`config.mk`:
```
export PLATFORM = sky130hd
export DESIGN_NAME = swdt_top
export DESIGN_NICKNAME = d
export VERILOG_FILES = /design/src/shared/swdt_pkg.sv /design/src/logic/swdt_tick.sv /design/src/logic/swdt_sync.sv /design/src/logic/swdt_top.sv
export SDC_FILE = /design/constraint.sdc
export NUM_CORES = 1
export LEC_CHECK = 0
export ABC_AREA = 1
export BUFFER_PORTS_ARGS = -buffer_cell sky130_fd_sc_hd__buf_2
export CORE_ASPECT_RATIO = 0.9
export CORE_MARGIN = 3
export CORE_UTILIZATION = 30
export CTS_BUF_LIST = sky130_fd_sc_hd__clkbuf_4 sky130_fd_sc_hd__clkbuf_8
export DETAILED_ROUTE_END_ITERATION = 6
export GPL_TIMING_DRIVEN = 0
export SLEW_MARGIN = 0
export SYNTH_ARGS = -nofsm -noshare
export SYNTH_HDL_FRONTEND = slang
export SYNTH_HIERARCHICAL = 1
export SYNTH_SLANG_ARGS = --single-unit
```
`constraint.sdc`:
```
create_clock -name mclk -period 1.75 [get_ports mclk]
set_input_delay 0.175 -clock mclk [delete_from_list [all_inputs] [get_ports mclk]]
set_output_delay 0.175 -clock mclk [all_outputs]
set_load 0.02 [all_outputs]
```
`src/shared/swdt_pkg.sv`:
```
// Purpose: Constants and types shared by the watchdog block.
// Assumes: APB byte addresses are four times the printed register index.
// Notes: Timebase counts derive from the 10 MHz clock.
package swdt_pkg;
    // ------------------------------------------------------------
    // Register indices and byte addresses
    // ------------------------------------------------------------
    localparam logic [7:0] IDX_TIMEBASE = 8'h52;
    localparam logic [7:0] IDX_PERIOD = 8'h53;
    localparam logic [7:0] IDX_SOURCES = 8'h54;
    localparam logic [7:0] IDX_CTRL = 8'h55;
    localparam logic [7:0] IDX_IRQ_STATUS = 8'h56;
    localparam logic [7:0] IDX_IRQ_MASK = 8'h57;
    localparam logic [9:0] ADDR_TIMEBASE = {IDX_TIMEBASE, 2'b00};
    localparam logic [9:0] ADDR_PERIOD = {IDX_PERIOD, 2'b00};
    localparam logic [9:0] ADDR_SOURCES = {IDX_SOURCES, 2'b00};
    localparam logic [9:0] ADDR_CTRL = {IDX_CTRL, 2'b00};
    localparam logic [9:0] ADDR_IRQ_STATUS = {IDX_IRQ_STATUS, 2'b00};
    localparam logic [9:0] ADDR_IRQ_MASK = {IDX_IRQ_MASK, 2'b00};
    // ------------------------------------------------------------
    // Field positions and reset values
    // ------------------------------------------------------------
    localparam int BIT_SECONDS = 7;
    localparam int BIT_JOY_EN = 0;
    localparam int BIT_KBD_EN = 1;
    localparam int BIT_MOUSE_EN = 2;
    localparam int MAP_LSB = 4;
    localparam int BIT_STATUS = 0;
    localparam int BIT_FORCE = 2;
    localparam int BIT_KBC_EN = 3;
    localparam logic [7:0] RST_TIMEBASE = 8'h00;
    localparam logic [7:0] RST_PERIOD = 8'h00;
    localparam logic [7:0] RST_SOURCES = 8'h00;
    localparam logic [7:0] RST_CTRL = 8'h00;
    localparam logic [3:0] MAP_DISABLE = 4'h0;
    localparam logic [3:0] MAP_INVALID = 4'h2;
    localparam logic [7:0] PERIOD_OFF = 8'h00;
    // ------------------------------------------------------------
    // Timebase
    // ------------------------------------------------------------
    localparam int CLK_HZ = 10_000_000;
    localparam int SECOND_S = 1;
    localparam int MINUTE_S = 60;
    localparam int CYC_PER_SECOND = CLK_HZ * SECOND_S;
    localparam int SEC_PER_MINUTE = MINUTE_S / SECOND_S;
    typedef enum logic [1:0] {SWDT_IDLE, SWDT_RUN, SWDT_EXPIRED} swdt_state_t;
endpackage : swdt_pkg

```
`src/logic/swdt_tick.sv`:
```
// Purpose: Unit tick generator, one pulse per second or per minute.
// Assumes: restart is a one-cycle pulse in the mclk domain.
// Notes: Restart zeroes both prescalers so the first unit is whole.
`timescale 1ns/10ps
module swdt_tick #(
    parameter int CYC_PER_SECOND = swdt_pkg::CYC_PER_SECOND
)
(
    input wire logic mclk,
    input wire logic arst_n,
    input wire logic restart,
    input wire logic seconds,
    output logic unit_tick
);
    logic [31:0] cyc_cnt;
    logic [5:0] sec_cnt;
    logic sec_tick;

    assign sec_tick = (cyc_cnt == 32'(CYC_PER_SECOND - 1));

    always_ff @(posedge mclk or negedge arst_n)
    begin
        if (!arst_n)
            cyc_cnt <= 32'h0;
        else if (restart || sec_tick)
            cyc_cnt <= 32'h0;
        else
            cyc_cnt <= cyc_cnt + 32'h1;
    end

    always_ff @(posedge mclk or negedge arst_n)
    begin
        if (!arst_n)
            sec_cnt <= 6'h0;
        else if (restart)
            sec_cnt <= 6'h0;
        else if (sec_tick)
            sec_cnt <= (sec_cnt == 6'(swdt_pkg::SEC_PER_MINUTE - 1)) ? 6'h0 : sec_cnt + 6'h1;
    end

    always_ff @(posedge mclk or negedge arst_n)
    begin
        if (!arst_n)
            unit_tick <= 1'b0;
        else
            unit_tick <= !restart && sec_tick &&
                (seconds || sec_cnt == 6'(swdt_pkg::SEC_PER_MINUTE - 1));
    end
endmodule : swdt_tick

```
`src/logic/swdt_sync.sv`:
```
// Purpose: Two-stage synchroniser with rising-edge pulse.
// Assumes: din is asynchronous to mclk.
// Notes: Edge detection reads only the second stage onward.
`timescale 1ns/10ps
module swdt_sync
(
    input wire logic mclk,
    input wire logic arst_n,
    input wire logic din,
    output logic dout,
    output logic rise
);
    logic meta;
    logic last;

    always_ff @(posedge mclk or negedge arst_n)
    begin
        if (!arst_n)
        begin
            meta <= 1'b0;
            dout <= 1'b0;
            last <= 1'b0;
        end
        else
        begin
            meta <= din;
            dout <= meta;
            last <= dout;
        end
    end

    assign rise = dout && !last;
endmodule : swdt_sync

```
`src/logic/swdt_top.sv`:
```
// Purpose: System watchdog timer with APB register access.
// Assumes: Restart event inputs are one-cycle pulses from mclk-domain logic.
// Notes: The controller force pin is asynchronous and synchronised here.
// What this block does
// - Timebase bit: 0 minutes, 1 seconds
// - Period zero disables the watchdog
// - Period N expires after N units
// - Joystick port access restarts when enabled
// - Keyboard interrupt restarts when enabled
// - Mouse interrupt restarts when enabled
// - Mapping field routes interrupt to IRQ
// - Status reads 1 after timeout
// - Force bit triggers timeout, self-clears
// - Controller pin rising edge forces timeout
// - Edge pulse ORed with software force
//
// Register access over APB was chosen for this implementation.
`timescale 1ns/10ps
module swdt_top #(
    parameter int CYC_PER_SECOND = swdt_pkg::CYC_PER_SECOND
)
(
    input wire logic mclk,
    input wire logic arst_n,
    input wire logic psel,
    input wire logic penable,
    input wire logic pwrite,
    input wire logic [11:0] paddr,
    input wire logic [31:0] pwdata,
    output logic [31:0] prdata,
    output logic pready,
    output logic pslverr,
    input wire logic joy_port_access,
    input wire logic kbd_irq,
    input wire logic mouse_irq,
    input wire logic kbc_force_output,
    output logic [15:0] irq_lines,
    output logic irq
);
    // ------------------------------------------------------------
    // Register state
    // ------------------------------------------------------------
    logic [7:0] watchdog_timebase_select;
    logic [7:0] watchdog_period;
    logic [7:0] watchdog_restart_sources;
    logic status_flag;
    logic kbc_force_en;
    logic [1:0] irq_status;
    logic [1:0] irq_mask;
    logic [7:0] count;
    swdt_pkg::swdt_state_t state;

    logic wr_en;
    logic rd_en;
    logic addr_hit;
    logic [9:0] waddr;
    logic sw_force;
    logic kbc_rise;
    logic pin_force;
    logic force_event;
    logic restart_event;
    logic period_write;
    logic reload;
    logic unit_tick;
    logic count_expire;
    logic timeout_event;
    logic status_clear;
    logic [3:0] irq_map;

    // Byte address; a nonzero top pair maps onto an odd address so nothing matches
    assign waddr = (paddr[11:10] == 2'b00) ? paddr[9:0] : 10'h3ff;
    assign wr_en = psel && penable && pwrite;
    assign rd_en = psel && penable && !pwrite;
    assign addr_hit = (waddr == swdt_pkg::ADDR_TIMEBASE) || (waddr == swdt_pkg::ADDR_PERIOD) ||
        (waddr == swdt_pkg::ADDR_SOURCES) || (waddr == swdt_pkg::ADDR_CTRL) ||
        (waddr == swdt_pkg::ADDR_IRQ_STATUS) || (waddr == swdt_pkg::ADDR_IRQ_MASK);
    assign pready = 1'b1;
    assign pslverr = psel && penable && !addr_hit;

    // ------------------------------------------------------------
    // Force sources
    // ------------------------------------------------------------
    swdt_sync u_kbc_sync
    (
        .mclk(mclk),
        .arst_n(arst_n),
        .din(kbc_force_output),
        .dout(),
        .rise(kbc_rise)
    );

    assign pin_force = kbc_rise && kbc_force_en;
    assign sw_force = wr_en && (waddr == swdt_pkg::ADDR_CTRL) && pwdata[swdt_pkg::BIT_FORCE];
    assign force_event = sw_force || pin_force;

    // ------------------------------------------------------------
    // Restart sources
    // ------------------------------------------------------------
    // gated restarts
    assign restart_event =
        (joy_port_access && watchdog_restart_sources[swdt_pkg::BIT_JOY_EN]) ||
        (kbd_irq && watchdog_restart_sources[swdt_pkg::BIT_KBD_EN]) ||
        (mouse_irq && watchdog_restart_sources[swdt_pkg::BIT_MOUSE_EN]);
    assign period_write = wr_en && (waddr == swdt_pkg::ADDR_PERIOD);
    assign reload = restart_event || period_write;

    swdt_tick #(
        .CYC_PER_SECOND(CYC_PER_SECOND)
    )
    u_tick
    (
        .mclk(mclk),
        .arst_n(arst_n),
        .restart(reload),
        .seconds(watchdog_timebase_select[swdt_pkg::BIT_SECONDS]),
        .unit_tick(unit_tick)
    );

    // ------------------------------------------------------------
    // Configuration registers
    // ------------------------------------------------------------
    always_ff @(posedge mclk or negedge arst_n)
    begin
        if (!arst_n)
            watchdog_timebase_select <= swdt_pkg::RST_TIMEBASE;
        else if (wr_en && waddr == swdt_pkg::ADDR_TIMEBASE)
            watchdog_timebase_select <= {pwdata[swdt_pkg::BIT_SECONDS], 7'h00};
    end

    always_ff @(posedge mclk or negedge arst_n)
    begin
        if (!arst_n)
            watchdog_period <= swdt_pkg::RST_PERIOD;
        else if (period_write)
            watchdog_period <= pwdata[7:0];
    end

    always_ff @(posedge mclk or negedge arst_n)
    begin
        if (!arst_n)
            watchdog_restart_sources <= swdt_pkg::RST_SOURCES;
        else if (wr_en && waddr == swdt_pkg::ADDR_SOURCES)
            watchdog_restart_sources <= {pwdata[7:4], 1'b0, pwdata[2:0]};
    end

    // Reserved upper control bits are not stored, so a stray one is harmless
    // reserved bits dropped
    always_ff @(posedge mclk or negedge arst_n)
    begin
        if (!arst_n)
            kbc_force_en <= swdt_pkg::RST_CTRL[swdt_pkg::BIT_KBC_EN];
        else if (wr_en && waddr == swdt_pkg::ADDR_CTRL)
            kbc_force_en <= pwdata[swdt_pkg::BIT_KBC_EN];
    end

    // ------------------------------------------------------------
    // Counter
    // ------------------------------------------------------------
    assign count_expire = (state == swdt_pkg::SWDT_RUN) && unit_tick && (count == 8'h01) && !reload;
    assign timeout_event = count_expire || force_event;

    always_ff @(posedge mclk or negedge arst_n)
    begin
        if (!arst_n)
        begin
            state <= swdt_pkg::SWDT_IDLE;
            count <= 8'h00;
        end
        else if (reload)
        begin
            count <= period_write ? pwdata[7:0] : watchdog_period;
            state <= ((period_write ? pwdata[7:0] : watchdog_period) == swdt_pkg::PERIOD_OFF) ?
                swdt_pkg::SWDT_IDLE : swdt_pkg::SWDT_RUN;
        end
        else
        begin
            unique case (state)
                swdt_pkg::SWDT_IDLE:
                begin
                    if (force_event)
                        state <= swdt_pkg::SWDT_EXPIRED;
                end
                swdt_pkg::SWDT_RUN:
                begin
                    if (timeout_event)
                    begin
                        state <= swdt_pkg::SWDT_EXPIRED;
                        count <= 8'h00;
                    end
                    else if (unit_tick)
                        count <= count - 8'h01;
                end
                swdt_pkg::SWDT_EXPIRED:
                begin
                    state <= swdt_pkg::SWDT_EXPIRED;
                end
                default:
                    state <= swdt_pkg::SWDT_IDLE;
            endcase
        end
    end

    // ------------------------------------------------------------
    // Status and interrupts
    // ------------------------------------------------------------
    assign status_clear = wr_en && (waddr == swdt_pkg::ADDR_CTRL) && !pwdata[swdt_pkg::BIT_STATUS];

    always_ff @(posedge mclk or negedge arst_n)
    begin
        if (!arst_n)
            status_flag <= swdt_pkg::RST_CTRL[swdt_pkg::BIT_STATUS];
        else if (timeout_event)
            status_flag <= 1'b1;
        else if (wr_en && waddr == swdt_pkg::ADDR_CTRL)
            status_flag <= pwdata[swdt_pkg::BIT_STATUS];
    end

    // Bit 0 timeout, bit 1 restart seen; write one to clear, set wins
    always_ff @(posedge mclk or negedge arst_n)
    begin
        if (!arst_n)
            irq_status <= 2'h0;
        else
            irq_status <= (irq_status & ~((wr_en && waddr == swdt_pkg::ADDR_IRQ_STATUS) ? pwdata[1:0] : 2'h0))
                | {restart_event, timeout_event};
    end

    always_ff @(posedge mclk or negedge arst_n)
    begin
        if (!arst_n)
            irq_mask <= 2'h0;
        else if (wr_en && waddr == swdt_pkg::ADDR_IRQ_MASK)
            irq_mask <= pwdata[1:0];
    end

    assign irq = |(irq_status & irq_mask);
    assign irq_map = watchdog_restart_sources[7:4];

    always_ff @(posedge mclk or negedge arst_n)
    begin
        if (!arst_n)
            irq_lines <= 16'h0000;
        else if (status_flag && irq_map != swdt_pkg::MAP_DISABLE && irq_map != swdt_pkg::MAP_INVALID)
            irq_lines <= 16'h0001 << irq_map;
        else
            irq_lines <= 16'h0000;
    end

    // ------------------------------------------------------------
    // Read data
    // ------------------------------------------------------------
    always_ff @(posedge mclk or negedge arst_n)
    begin
        if (!arst_n)
            prdata <= 32'h0;
        else if (psel && !penable && !pwrite)
        begin
            unique case (waddr)
                swdt_pkg::ADDR_TIMEBASE: prdata <= {24'h0, watchdog_timebase_select};
                swdt_pkg::ADDR_PERIOD: prdata <= {24'h0, watchdog_period};
                swdt_pkg::ADDR_SOURCES: prdata <= {24'h0, watchdog_restart_sources};
                swdt_pkg::ADDR_CTRL: prdata <= {28'h0, kbc_force_en, 2'b00, status_flag};
                swdt_pkg::ADDR_IRQ_STATUS: prdata <= {30'h0, irq_status};
                swdt_pkg::ADDR_IRQ_MASK: prdata <= {30'h0, irq_mask};
                default: prdata <= 32'h0;
            endcase
        end
    end
endmodule : swdt_top

```
-- Word-level counts from Yosys, hierarchy flattened
Cells that the tools add are included.
- memories: 0
- output and inout bits: 51
- register bits after elaboration: 122
- input bits: 53
- RAM bits: 0
- ROM bits: 0
- bits in latches: 0
- muxes and demuxes: 20
- order comparisons: 0
- add/sub/neg operators: 3
- reductions and logical operators: 52
- bitwise gates (word level): 4
- multipliers: 0
- shift-type cells: 1
- divide/modulo/power cells: 0
- equality and inequality tests: 14
- operators by type and width (cell ; number):
    10-bit by 9-bit equality test with 1-bit output, second input constant ; 6
    8-bit one-hot mux with 6 select lines ; 1
    8-bit 2-to-1 mux ; 5
    32-bit by 1-bit adder with 32-bit output, second input constant ; 1
    32-bit by 24-bit equality test with 1-bit output, second input constant ; 1
    32-bit 2-to-1 mux ; 1
    1-bit logical AND ; 24
    6-bit 2-to-1 mux ; 3
    16-bit 2-to-1 mux ; 1
    1-bit by 4-bit << shifter with 16-bit output, first input constant ; 1
    1-bit logical OR ; 12
    10-bit 2-to-1 mux ; 1
    8-bit by 1-bit equality test with 1-bit output, second input constant ; 1
    8-bit zero test ; 1
    2-bit 2-to-1 mux ; 4
    8-bit by 1-bit subtractor with 8-bit output, second input constant ; 1
    6-bit by 1-bit adder with 6-bit output, second input constant ; 1
    6-bit equality test, second input constant ; 1
    3-bit by 2-bit != test with 1-bit output, second input constant ; 2
    2-bit one-hot mux with 3 select lines ; 1
    2-bit nonzero test ; 3
    1-bit zero test ; 5
    2-bit AND ; 2
    2-bit zero test ; 2
    10 further kinds ; 13

-- Longest topological paths before layout
Gate-level depths: netlist (run 1).
- depth in word-level cells: 11
- depth in mapped cells: 13

-- Cells and area by module
The synthesis (run 1) kept the hierarchy.
- by module, submodules not included (module ; instances ; area an instance (um^2) ; cells each):
    swdt_top ; 1 ; 3065.4 ; 396
    swdt_tick ; 1 ; 2570.0 ; 389
    swdt_sync ; 1 ; 85.1 ; 5

-- Least setup slack after synthesis (run 1)
OpenSTA, ideal clock, no wires.
- kind: register -> register
- start point: register watchdog_restart_sources[1]
- end point: register u_tick.sec_cnt[1]
- path slack: 0.159 ns
- buffers on the path: 2
- setup time: 0.066 ns
- cell stages (with the launch flop): 10
- arrival: 1.526 ns
- cells stage by stage: dfrtp_1 -> nand2_1 -> nand2_1 -> a21oi_1 -> nand2_2 -> buf_4 -> inv_1 -> clkbuf_1 -> nand3_1 -> nand2_1
- cells in the longest elaborated chain, start to end: 5
- elaborated cells between the ends (all ways): 6
- those cells by class: mux (1); reduce/logical (5)
- RTL lines (item ; RTL line ; text):
    from (decl) ; swdt_top.sv:45 ; logic [7:0] watchdog_restart_sources;
    from (signal assigned) ; swdt_top.sv:141 ; watchdog_restart_sources <= swdt_pkg::RST_SOURCES;
    from (signal assigned) ; swdt_top.sv:143 ; watchdog_restart_sources <= {pwdata[7:4], 1'b0, pwdata[2:0]};
    1-bit logical AND * ; swdt_top.sv:102 ; (kbd_irq && watchdog_restart_sources[swdt_pkg::BIT_KBD_EN]) ||
    1-bit logical OR * ; swdt_top.sv:101 ; (joy_port_access && watchdog_restart_sources[swdt_pkg::BIT_JOY_EN]) ||
    1-bit logical OR * ; swdt_top.sv:102 ;
    1-bit logical OR * ; swdt_top.sv:105 ; assign reload = restart_event || period_write;
    net reload ; swdt_top.sv:63 ; logic reload;
    6-bit 2-to-1 mux or 2-bit nonzero test (tied branches) ; -- ;
    to (signal assigned) ; swdt_tick.sv:38 ; sec_cnt <= (sec_cnt == 6'(swdt_pkg::SEC_PER_MINUTE - 1)) ? 6'h0 : sec_cnt + 6'h1;
    to (decl) ; swdt_tick.sv:16 ; logic [5:0] sec_cnt;
Mark *: on every way through the listed nets, which the timed path passes. The rest lies on a longest branch.
A chain may end at the register's enable or synchronous reset.

-- Final worst setup path (run 1)
- start point: register u_tick.cyc_cnt[0]
- end point: register u_tick.cyc_cnt[16]
- cells in the longest elaborated chain, start to end: 3
- elaborated cells between the ends (all ways): 4
- those cells by class: add/sub (1); eq/ne (1); mux (1); reduce/logical (1)
- RTL lines (item ; RTL line ; text):
    from (decl) ; swdt_tick.sv:15 ; logic [31:0] cyc_cnt;
    from (signal assigned) ; swdt_tick.sv:28 ; cyc_cnt <= cyc_cnt + 32'h1;
    parallel branches: the longest is 2 deep, another holds 32-bit by 1-bit adder with 32-bit output ; -- ;
    32-bit 2-to-1 mux * ; swdt_tick.sv:25 ; else if (restart || sec_tick)
Every way passes the cells marked *.

==> results of run 1 <==
sequential cells by signal, summed over array words and instances (netlist names):
| signal | flops |
|---|---|
| u_tick/cyc_cnt | 32 |
| irq_lines | 16 |
| count | 8 |
| prdata | 8 |
| watchdog_period | 8 |
| watchdog_restart_sources | 7 |
| u_tick/sec_cnt | 6 |
| irq_mask | 2 |
| irq_status | 2 |
| state | 2 |
| kbc_force_en | 1 |
| status_flag | 1 |
| u_kbc_sync/dout | 1 |
| u_kbc_sync/last | 1 |
| u_kbc_sync/meta | 1 |
| u_tick/unit_tick | 1 |
| watchdog_timebase_select | 1 |
repair_timing:
item                                   CTS  global route
setup endpoints to repair               36            45
buffers inserted                         1             2
hold buffers                             2             0
pin swaps                                0             3
endpoints found under the hold margin   60             0
resized for setup                        5             5
final cells by class:
cell class,count,area [um^2],share of cell area [%]
Buffer,34,278,4.16
Clock buffer,9,124,1.85
Clock inverter,7,76.3,1.14
Inverter,100,379,5.67
Multi-Input combinational cell,583,2730,40.8
Sequential cell,98,2450,36.7
Tap cell,245,307,4.59
Timing Repair Buffer,60,335,5.02
final timing paths:
kind,from,slack (ns),end,cells after the start
max in group asynchronous,arst_n,0.66,u_tick/cyc_cnt[0]$_DFF_PN0_,3
min,pwdata[6],0.04,watchdog_restart_sources[6]$_DFFE_PN0P_,3
max,u_tick/cyc_cnt[0]$_DFF_PN0_,0.16,u_tick/cyc_cnt[16]$_DFF_PN0_,9
min reg2reg,u_kbc_sync/meta$_DFF_PN0_,0.36,u_kbc_sync/dout$_DFF_PN0_,0
min in group asynchronous,arst_n,0.40,prdata[4]$_DFFE_PN0P_,2
max reg2reg,u_tick/cyc_cnt[0]$_DFF_PN0_,0.16,u_tick/cyc_cnt[16]$_DFF_PN0_,9
Yosys cell counts (5+ instances only):
cell type	count
nand2_1	245
nor2_1	133
dfrtp_1	98
inv_1	96
nand3_1	60
buf_4	26
xor2_1	20
o21ai_0	15
nor2_2	12
nand4_1	11
nor2_4	7
nor3_1	7
o21ai_1	7
o21ai_2	5
logic make-up after synthesis:
group / count (synthesis)
multiplexers: 3
other: 2
XOR/XNOR: 23
buffers and inverters: 134
flip-flops: 98
AND/OR/NAND/NOR: 489
AO/OA/AOI/OAI: 37
adder cells (fa/ha/maj): 4
metal layers:
| metal | vias up | part of all wire, % | GRT usage (%) |
|---|---|---|---|
| met5 | - | 0 | 0 |
| met4 | 0 | 1.2 | 3.44 |
| met3 | 13 | 4.8 | 1.95 |
| met2 | 96 | 41 | 18.6 |
| met1 | 2138 | 53 | 20.3 |
| li1 | 2581 | - | - |
where the power goes:
part	switching (mW)	leakage, nW	internal [mW]
Combinational	0.285	1.97	0.185
Sequential	0.0708	1.30	2.33
Clock	0.929	0.103	0.572
worst min-delay path, stage by stage:
cell     delay [ns]
buf_2          0.10
inv_1          0.06
o21ai_1        0.07
stage by stage:
step           std cells  hold WS [ns]  power, mW
6_report            1136        0.0405       4.37
5_1_grt             1136        0.0145       4.62
4_1_cts             1134        0.0133       4.44
3_5_place_dp        1115         0.306       2.91
3_3_place_gp        1114         0.306       2.90
2_1_floorplan        815        -0.121       2.76
==> metrics.md, run 1 <==
| Metric | Value |
|---|---|
| Post-route DRC | `0` |
| Max-cap violation count | `0` |
| Unrepaired setup endpoints after global routing | `false` |
| Mux cell area share after synthesis | `0.591%` |
| Fillers | `1967` |
| Total die area | `20800 um^2` |
| Most frequent cells in the layout | `nand2_1, nor2_1, dfrtp_1` |
| Fin util | `36.1%` |
| Slew @ Worst Pin | `0.769 ns` |
| CP delay by family, top | `simple AND/OR/NAND/NOR gates` |
| Clk buf depth | `2` |
| Async SR Flop Fraction | `100%` |
| Max H-tree Level | `3` |
| Setup violators final | `0` |
| WL/cell | `11.6 um` |
| Initial Utilization | `30.9%` |
| Post-synthesis sequential area ratio | `42.9%` |
| Root buf cell | `clkbuf_8` |
| Final Cycle Share | `91.1%` |
| Main area contributors after synthesis | `dfrtp_1, nand2_1, nor2_1` |
| Xor-xnor portion of the synthesized cell area | `3.52%` |
| Critical path peak fanout | `10` |
| HP Class | `in -> reg` |
| Cell area after synthesis | `5720 um^2` |
| Reg clk slew, reported paths | `between 0.1 and 0.15 ns` |
| Slowest cell on the critical path | `dfrtp_2` |
| CTS tree | `done` |
| Seq cells post-synth | `98` |
| Slew headroom | `48.7%` |
| Placed Area | `around 6400 um^2` |
| Yosys warns | `6` |
| Post-Syn Area per Cell | `about 7.2 um^2` |
| DR vias/cell | `~4.3` |
| CP required | `2.02 ns` |
| WL final | `13.2 mm` |
| Final TNS setup | `0 ns` |
| Final Skew | `roughly 0.022 ns` |
| TritonCTS Buffers | `9` |
| Fin area | `6680 um^2` |
| Netlist cell types | `36` |
| IO Pins | `104` |
| Worst Path Arrival | `1.86 ns` |
| Status | `completed` |
| Largest net degree at the start of global routing | `61` |
| Final min period | `between 1.5 and 2 ns` |
| Final #Nets | `roughly 940` |
| Synth area leader | `dfrtp_1` |
| Clock latency on the worst-skew pair | `0.39 ns` |
| Startpoint types | `flip-flop` |
| Post-synthesis adder-cell area fraction | `0.875%` |
| Worst Setup End Kind | `flip-flop` |
| Share of cells above drive strength 1 | `between 15 and 20%` |
| Maximum operating frequency | `0.627 GHz` |
| Clock sink total | `between 90 and 100` |
| Post-synthesis simple-gate area fraction | `between 30% and 40%` |
| Die W | `152 um` |
| RD Place Congestion | `between 0.8 and 0.9` |
| Cell row count | `47` |
| Max-slew violation count | `0` |
| Drt pass-1 iters | `4` |
| Hpwl dp | `10.2 mm` |
| Final hold viol count | `0` |
| Slowest stage delay, CP | `roughly 0.4 ns` |
| Compound-gate portion of the synthesized area | `3.83%` |
| Post-synth EDFFs | `0` |
| Gr usage total | `13.0%` |
| CP most frequent cell | `nor2_4` |
| Top cell type's share of synthesized area | `42.9%` |
| Power Density | `654 nW/um^2` |
| I/O Buffers | `between 50 and 60` |
| Core area | `18500 um^2` |
| Area grow syn2layout | `16.8%` |
| CP Buf/Inv Count | `2` |
| Crit-path cells | `ha_2 -> inv_1 -> nor2_4 -> nand3_2 -> nor2_4 -> nand2_4 -> nand2_8 -> buf_8 -> nor2_1` |
| Peak VDD IR | `399 uV` |
| Leakage | `3.38 nW` |
| Drt first-iter violations | `~320` |
| Total grt overflow | `0` |
| Die H | `137 um` |
| First-pass GRT wire length | `21.5 mm` |
| Vias after detailed routing | `around 4800` |
| Most common cell after layout, fill and taps aside | `nand2_1` |
| Initial antenna violation count | `0` |
| Post-DRT Antenna Nets | `0` |
| Vias in the first global route | `4356` |
| Setup WS pre-CTS | `-0.144 ns` |
| Antenna Cells | `0` |
| Fin worst setup slack | `0.156 ns` |
| Syn Inst Count | `790` |
| Main synth FF type | `dfrtp_1` |
| Largest family of logic cells by synthesized area | `simple AND/OR/NAND/NOR gates` |
| Setup CP Type | `reg -> reg` |
No activity file was read; power rests on OpenSTA's default activity.
==> run 2: changes to the inputs <==
- ABC_AREA: 1 -> unset
==> metrics.md, run 2 <==
| Metric | Value |
|---|---|
| Status | `finished, violations left (was completed)` |
| Violated checks | `setup timing` |
| Multi-input gate area | `3070 um^2 (was 2730 um^2)` |
| Synth area leader | `dfrtp_1 (unchanged)` |
| Flop2flop setup slack | `-0.23 ns (was 0.16 ns)` |
| Netlist cell types | `72 (was 36)` |
| CTS tree | `done (unchanged)` |
| Die H | `133 um (was 137 um)` |
| Startpoint types | `flip-flop (unchanged)` |
| Slew @ Worst Pin | `0.641 ns (was 0.769 ns)` |
| CP required | `1.98 ns (was 2.02 ns)` |
| Most flop-heavy register | `u_tick/cyc_cnt (unchanged)` |
| GRT Max-Usage Layer | `met2 (was met1)` |
| Crit-path cells | `or4_4 -> nor3_4 -> a21oi_1 -> or4_1 (was ha_2 -> inv_1 -> nor2_4 -> nand3_2 -> nor2_4 -> nand2_4 -> nand2_8 -> buf_8 -> nor2_1)` |
| Post-Syn Area per Cell | `9.71 um^2 (was 7.24 um^2)` |
| Unrepaired setup endpoints after global routing | `true (was false)` |
| Fin area | `7380 um^2 (was 6680 um^2)` |
| GRT met2 Usage | `23.3% (was 18.6%)` |
| Most common cell after layout, fill and taps aside | `dfrtp_1 (was nand2_1)` |
| Clock sink total | `98 (unchanged)` |
| Total die area | `19500 um^2 (was 20800 um^2)` |
| Area grow syn2layout | `37.5% (was 16.8%)` |
| Initial antenna violation count | `0 (unchanged)` |
| Final TNS setup | `-5.37 ns (was 0 ns)` |
| Gr usage total | `14.4% (was 13.0%)` |
| WL final | `14.7 mm (was 13.2 mm)` |
| Seq cells post-synth | `98 (unchanged)` |
| Antenna Cells | `0 (unchanged)` |
| Slowest cell on the critical path | `or4_4 (was dfrtp_2)` |
| Slowest stage delay, CP | `0.58 ns (was 0.39 ns)` |
| Final hold viol count | `0 (unchanged)` |
| Post-synthesis sequential area ratio | `45.7% (was 42.9%)` |
| Drt first-iter violations | `285 (was 318)` |
| Async SR Flop Fraction | `100% (unchanged)` |
| I/O Buffers | `54 (unchanged)` |
| Maximum operating frequency | `0.506 GHz (was 0.627 GHz)` |
| Top Registers | `u_tick/cyc_cnt x32, irq_lines x16 (unchanged)` |
| Total grt overflow | `0 (unchanged)` |
| Met1 usage | `19.5% (was 20.3%)` |
| TritonCTS Buffers | `9 (unchanged)` |
| Fin worst setup slack | `-0.226 ns (was 0.156 ns)` |
| Max H-tree Level | `3 (unchanged)` |
| Sequential cell area | `2470 um^2 (was 2450 um^2)` |
| Main synth FF type | `dfrtp_1 (unchanged)` |
| Routing usage on met3 | `2.81% (was 1.95%)` |
| Root buf cell | `clkbuf_8 (unchanged)` |
| CP Buf/Inv Count | `0 (was 2)` |
| Drt pass-1 iters | `5 (was 4)` |
| DR vias/cell | `5.04 (was 4.25)` |
| Final Cycle Share | `113% (was 91.1%)` |
| WL/cell | `15.5 um (was 11.6 um)` |
| Vias in the first global route | `4676 (was 4356)` |
| Post-route DRC | `0 (unchanged)` |
| Slew headroom | `57.3% (was 48.7%)` |
| Leakage | `3.28 nW (was 3.38 nW)` |
| Max-slew violation count | `0 (unchanged)` |
| First-pass GRT wire length | `23.5 mm (was 21.5 mm)` |
| Share of cells above drive strength 1 | `42.9% (was 17.3%)` |
| Cell row count | `45 (was 47)` |
| Largest net degree at the start of global routing | `68 (was 61)` |
| Clk buf depth | `2 (unchanged)` |
| Final Skew | `0.0142 ns (was 0.0219 ns)` |
| Top cell type's share of synthesized area | `45.7% (was 42.9%)` |
| Placed Area | `6150 um^2 (was 6410 um^2)` |
| Setup CP Type | `reg -> reg (unchanged)` |
| Final min period | `1.98 ns (was 1.59 ns)` |
| Setup violators final | `41 (was 0)` |
| Max-cap violation count | `0 (unchanged)` |
| Top-count cell post-synth | `dfrtp_1 (was nand2_1)` |
| Largest register FFs | `32 (unchanged)` |
| Cell area after synthesis | `5370 um^2 (was 5720 um^2)` |
| Final #Nets | `763 (was 943)` |
| Fillers | `1688 (was 1967)` |
| Post-DRT Antenna Nets | `0 (unchanged)` |
| Die W | `147 um (was 152 um)` |
| Most frequent cells in the layout | `dfrtp_1, buf_4, nand2_1 (was nand2_1, nor2_1, dfrtp_1)` |
| Reg clk slew, reported paths | `0.10 ns (was 0.12 ns)` |
| Initial Utilization | `31.2% (was 30.9%)` |
| Core area | `17200 um^2 (was 18500 um^2)` |
| Post-synth EDFFs | `0 (unchanged)` |
| HP Class | `in -> reg (unchanged)` |
| RD Place Congestion | `0.851 (was 0.886)` |
| Yosys warns | `6 (unchanged)` |
| Main area contributors after synthesis | `dfrtp_1, nand2_1, buf_4 (was dfrtp_1, nand2_1, nor2_1)` |
| Syn Inst Count | `553 (was 790)` |
| Worst Setup End Kind | `flip-flop (unchanged)` |
| CP delay by family, top | `simple AND/OR/NAND/NOR gates (unchanged)` |
| Hpwl dp | `9.44 mm (was 10.2 mm)` |
| Vias after detailed routing | `4772 (was 4828)` |
| Critical path peak fanout | `3 (was 10)` |
| Peak VDD IR | `412 uV (was 399 uV)` |
| Power Density | `698 nW/um^2 (was 654 nW/um^2)` |
| Synth top cells by count | `dfrtp_1, nand2_1, nor2_1 (was nand2_1, nor2_1, dfrtp_1)` |
| Worst Path Arrival | `2.21 ns (was 1.86 ns)` |
| IO Pins | `104 (unchanged)` |
| Clock latency on the worst-skew pair | `0.37 ns (was 0.39 ns)` |
run 2: cell count changes after synthesis, moves of 10 or more:
cell     change
or3_1       +11
nor2_2      -11
nand2_1    -184
a21oi_1     +29
o31ai_1     +11
o21ai_0     +12
inv_1       -86
nor2_1      -90
a22oi_1     +10
xor2_1      -16
or4_1       +10
nand3_1     -40
run 2: cells by family after synthesis:
family	count (synthesis)	synth area share, %
compound gates	116	14.0
buf+inv	58	6.97
xor+xnor	11	1.79
mux	17	3.96
other cells	2	0.140
fa+ha+maj	4	0.932
flops	98	45.7
simple gates	247	26.5
run 2: what timing repair did:
action                                  4_1_cts  5_1_grt
gates cloned                                  3        2
buffers inserted                             39       24
pin swaps                                    31       35
gates resized for setup                      50       76
hold endpoints to repair                     32        0
hold buffers                                  2        0
endpoints found under the setup margin       46       47
run 2: worst min-delay path: cells and delay by family:
family / cells / cell delay (ns)
buffers and inverters: 1 / 0.12
AND/OR/NAND/NOR: 2 / 0.11
run 2: cell type report:
cell class,instances,share of cell area [%]
timing repair buffer,120,12.2
sequential,98,33.5
inverter,10,0.508
tap,235,3.98
buffer,44,5.13
clock buffer,11,1.97
multi-input combinational,423,41.6
clock inverter,5,1.15
run 2: where the power goes:
part	switching, mW	total (mW)	internal, mW
logic	0.481	0.903	0.421
clock network	0.832	1.70	0.869
registers	0.161	2.55	2.39
run 2: per-stage QoR:
step | cells | hold WS, ns | util, % | worst slack (ns) | total power, mW
2_1_floorplan | 578 | -0.121 | - | -0.314 | 2.96
3_3_place_gp | 867 | 0.283 | 35.5 | -0.716 | 3.16
3_5_place_dp | 868 | 0.152 | 35.7 | -0.738 | 3.18
4_1_cts | 923 | 0.0470 | 40.0 | -0.260 | 5.01
5_1_grt | 946 | 0.0520 | 42.9 | -0.314 | 5.41
6_report | 946 | 0.0651 | 42.9 | -0.226 | 5.15
run 2: per-layer routing:
metal,up-vias,wire (um)
li1,2287,-
met1,2333,6730
met2,129,6960
met3,23,660
met4,0,330
met5,-,0
run 2: path summary, 6_finish.rpt:
path / endpoint / from / depth (start not counted)
worst max-delay path: u_tick/sec_cnt[5]$_DFFE_PN0P_ / u_tick/cyc_cnt[29]$_DFF_PN0_ / 4
max in group asynchronous: u_tick/cyc_cnt[5]$_DFF_PN0_ / arst_n / 3
worst min register to register: u_kbc_sync/dout$_DFF_PN0_ / u_kbc_sync/meta$_DFF_PN0_ / 0
worst min-delay path: watchdog_period[3]$_DFF_PN0_ / pwdata[3] / 3
worst max register to register: u_tick/sec_cnt[5]$_DFFE_PN0P_ / u_tick/cyc_cnt[29]$_DFF_PN0_ / 4
min in group asynchronous: u_tick/cyc_cnt[24]$_DFF_PN0_ / arst_n / 2
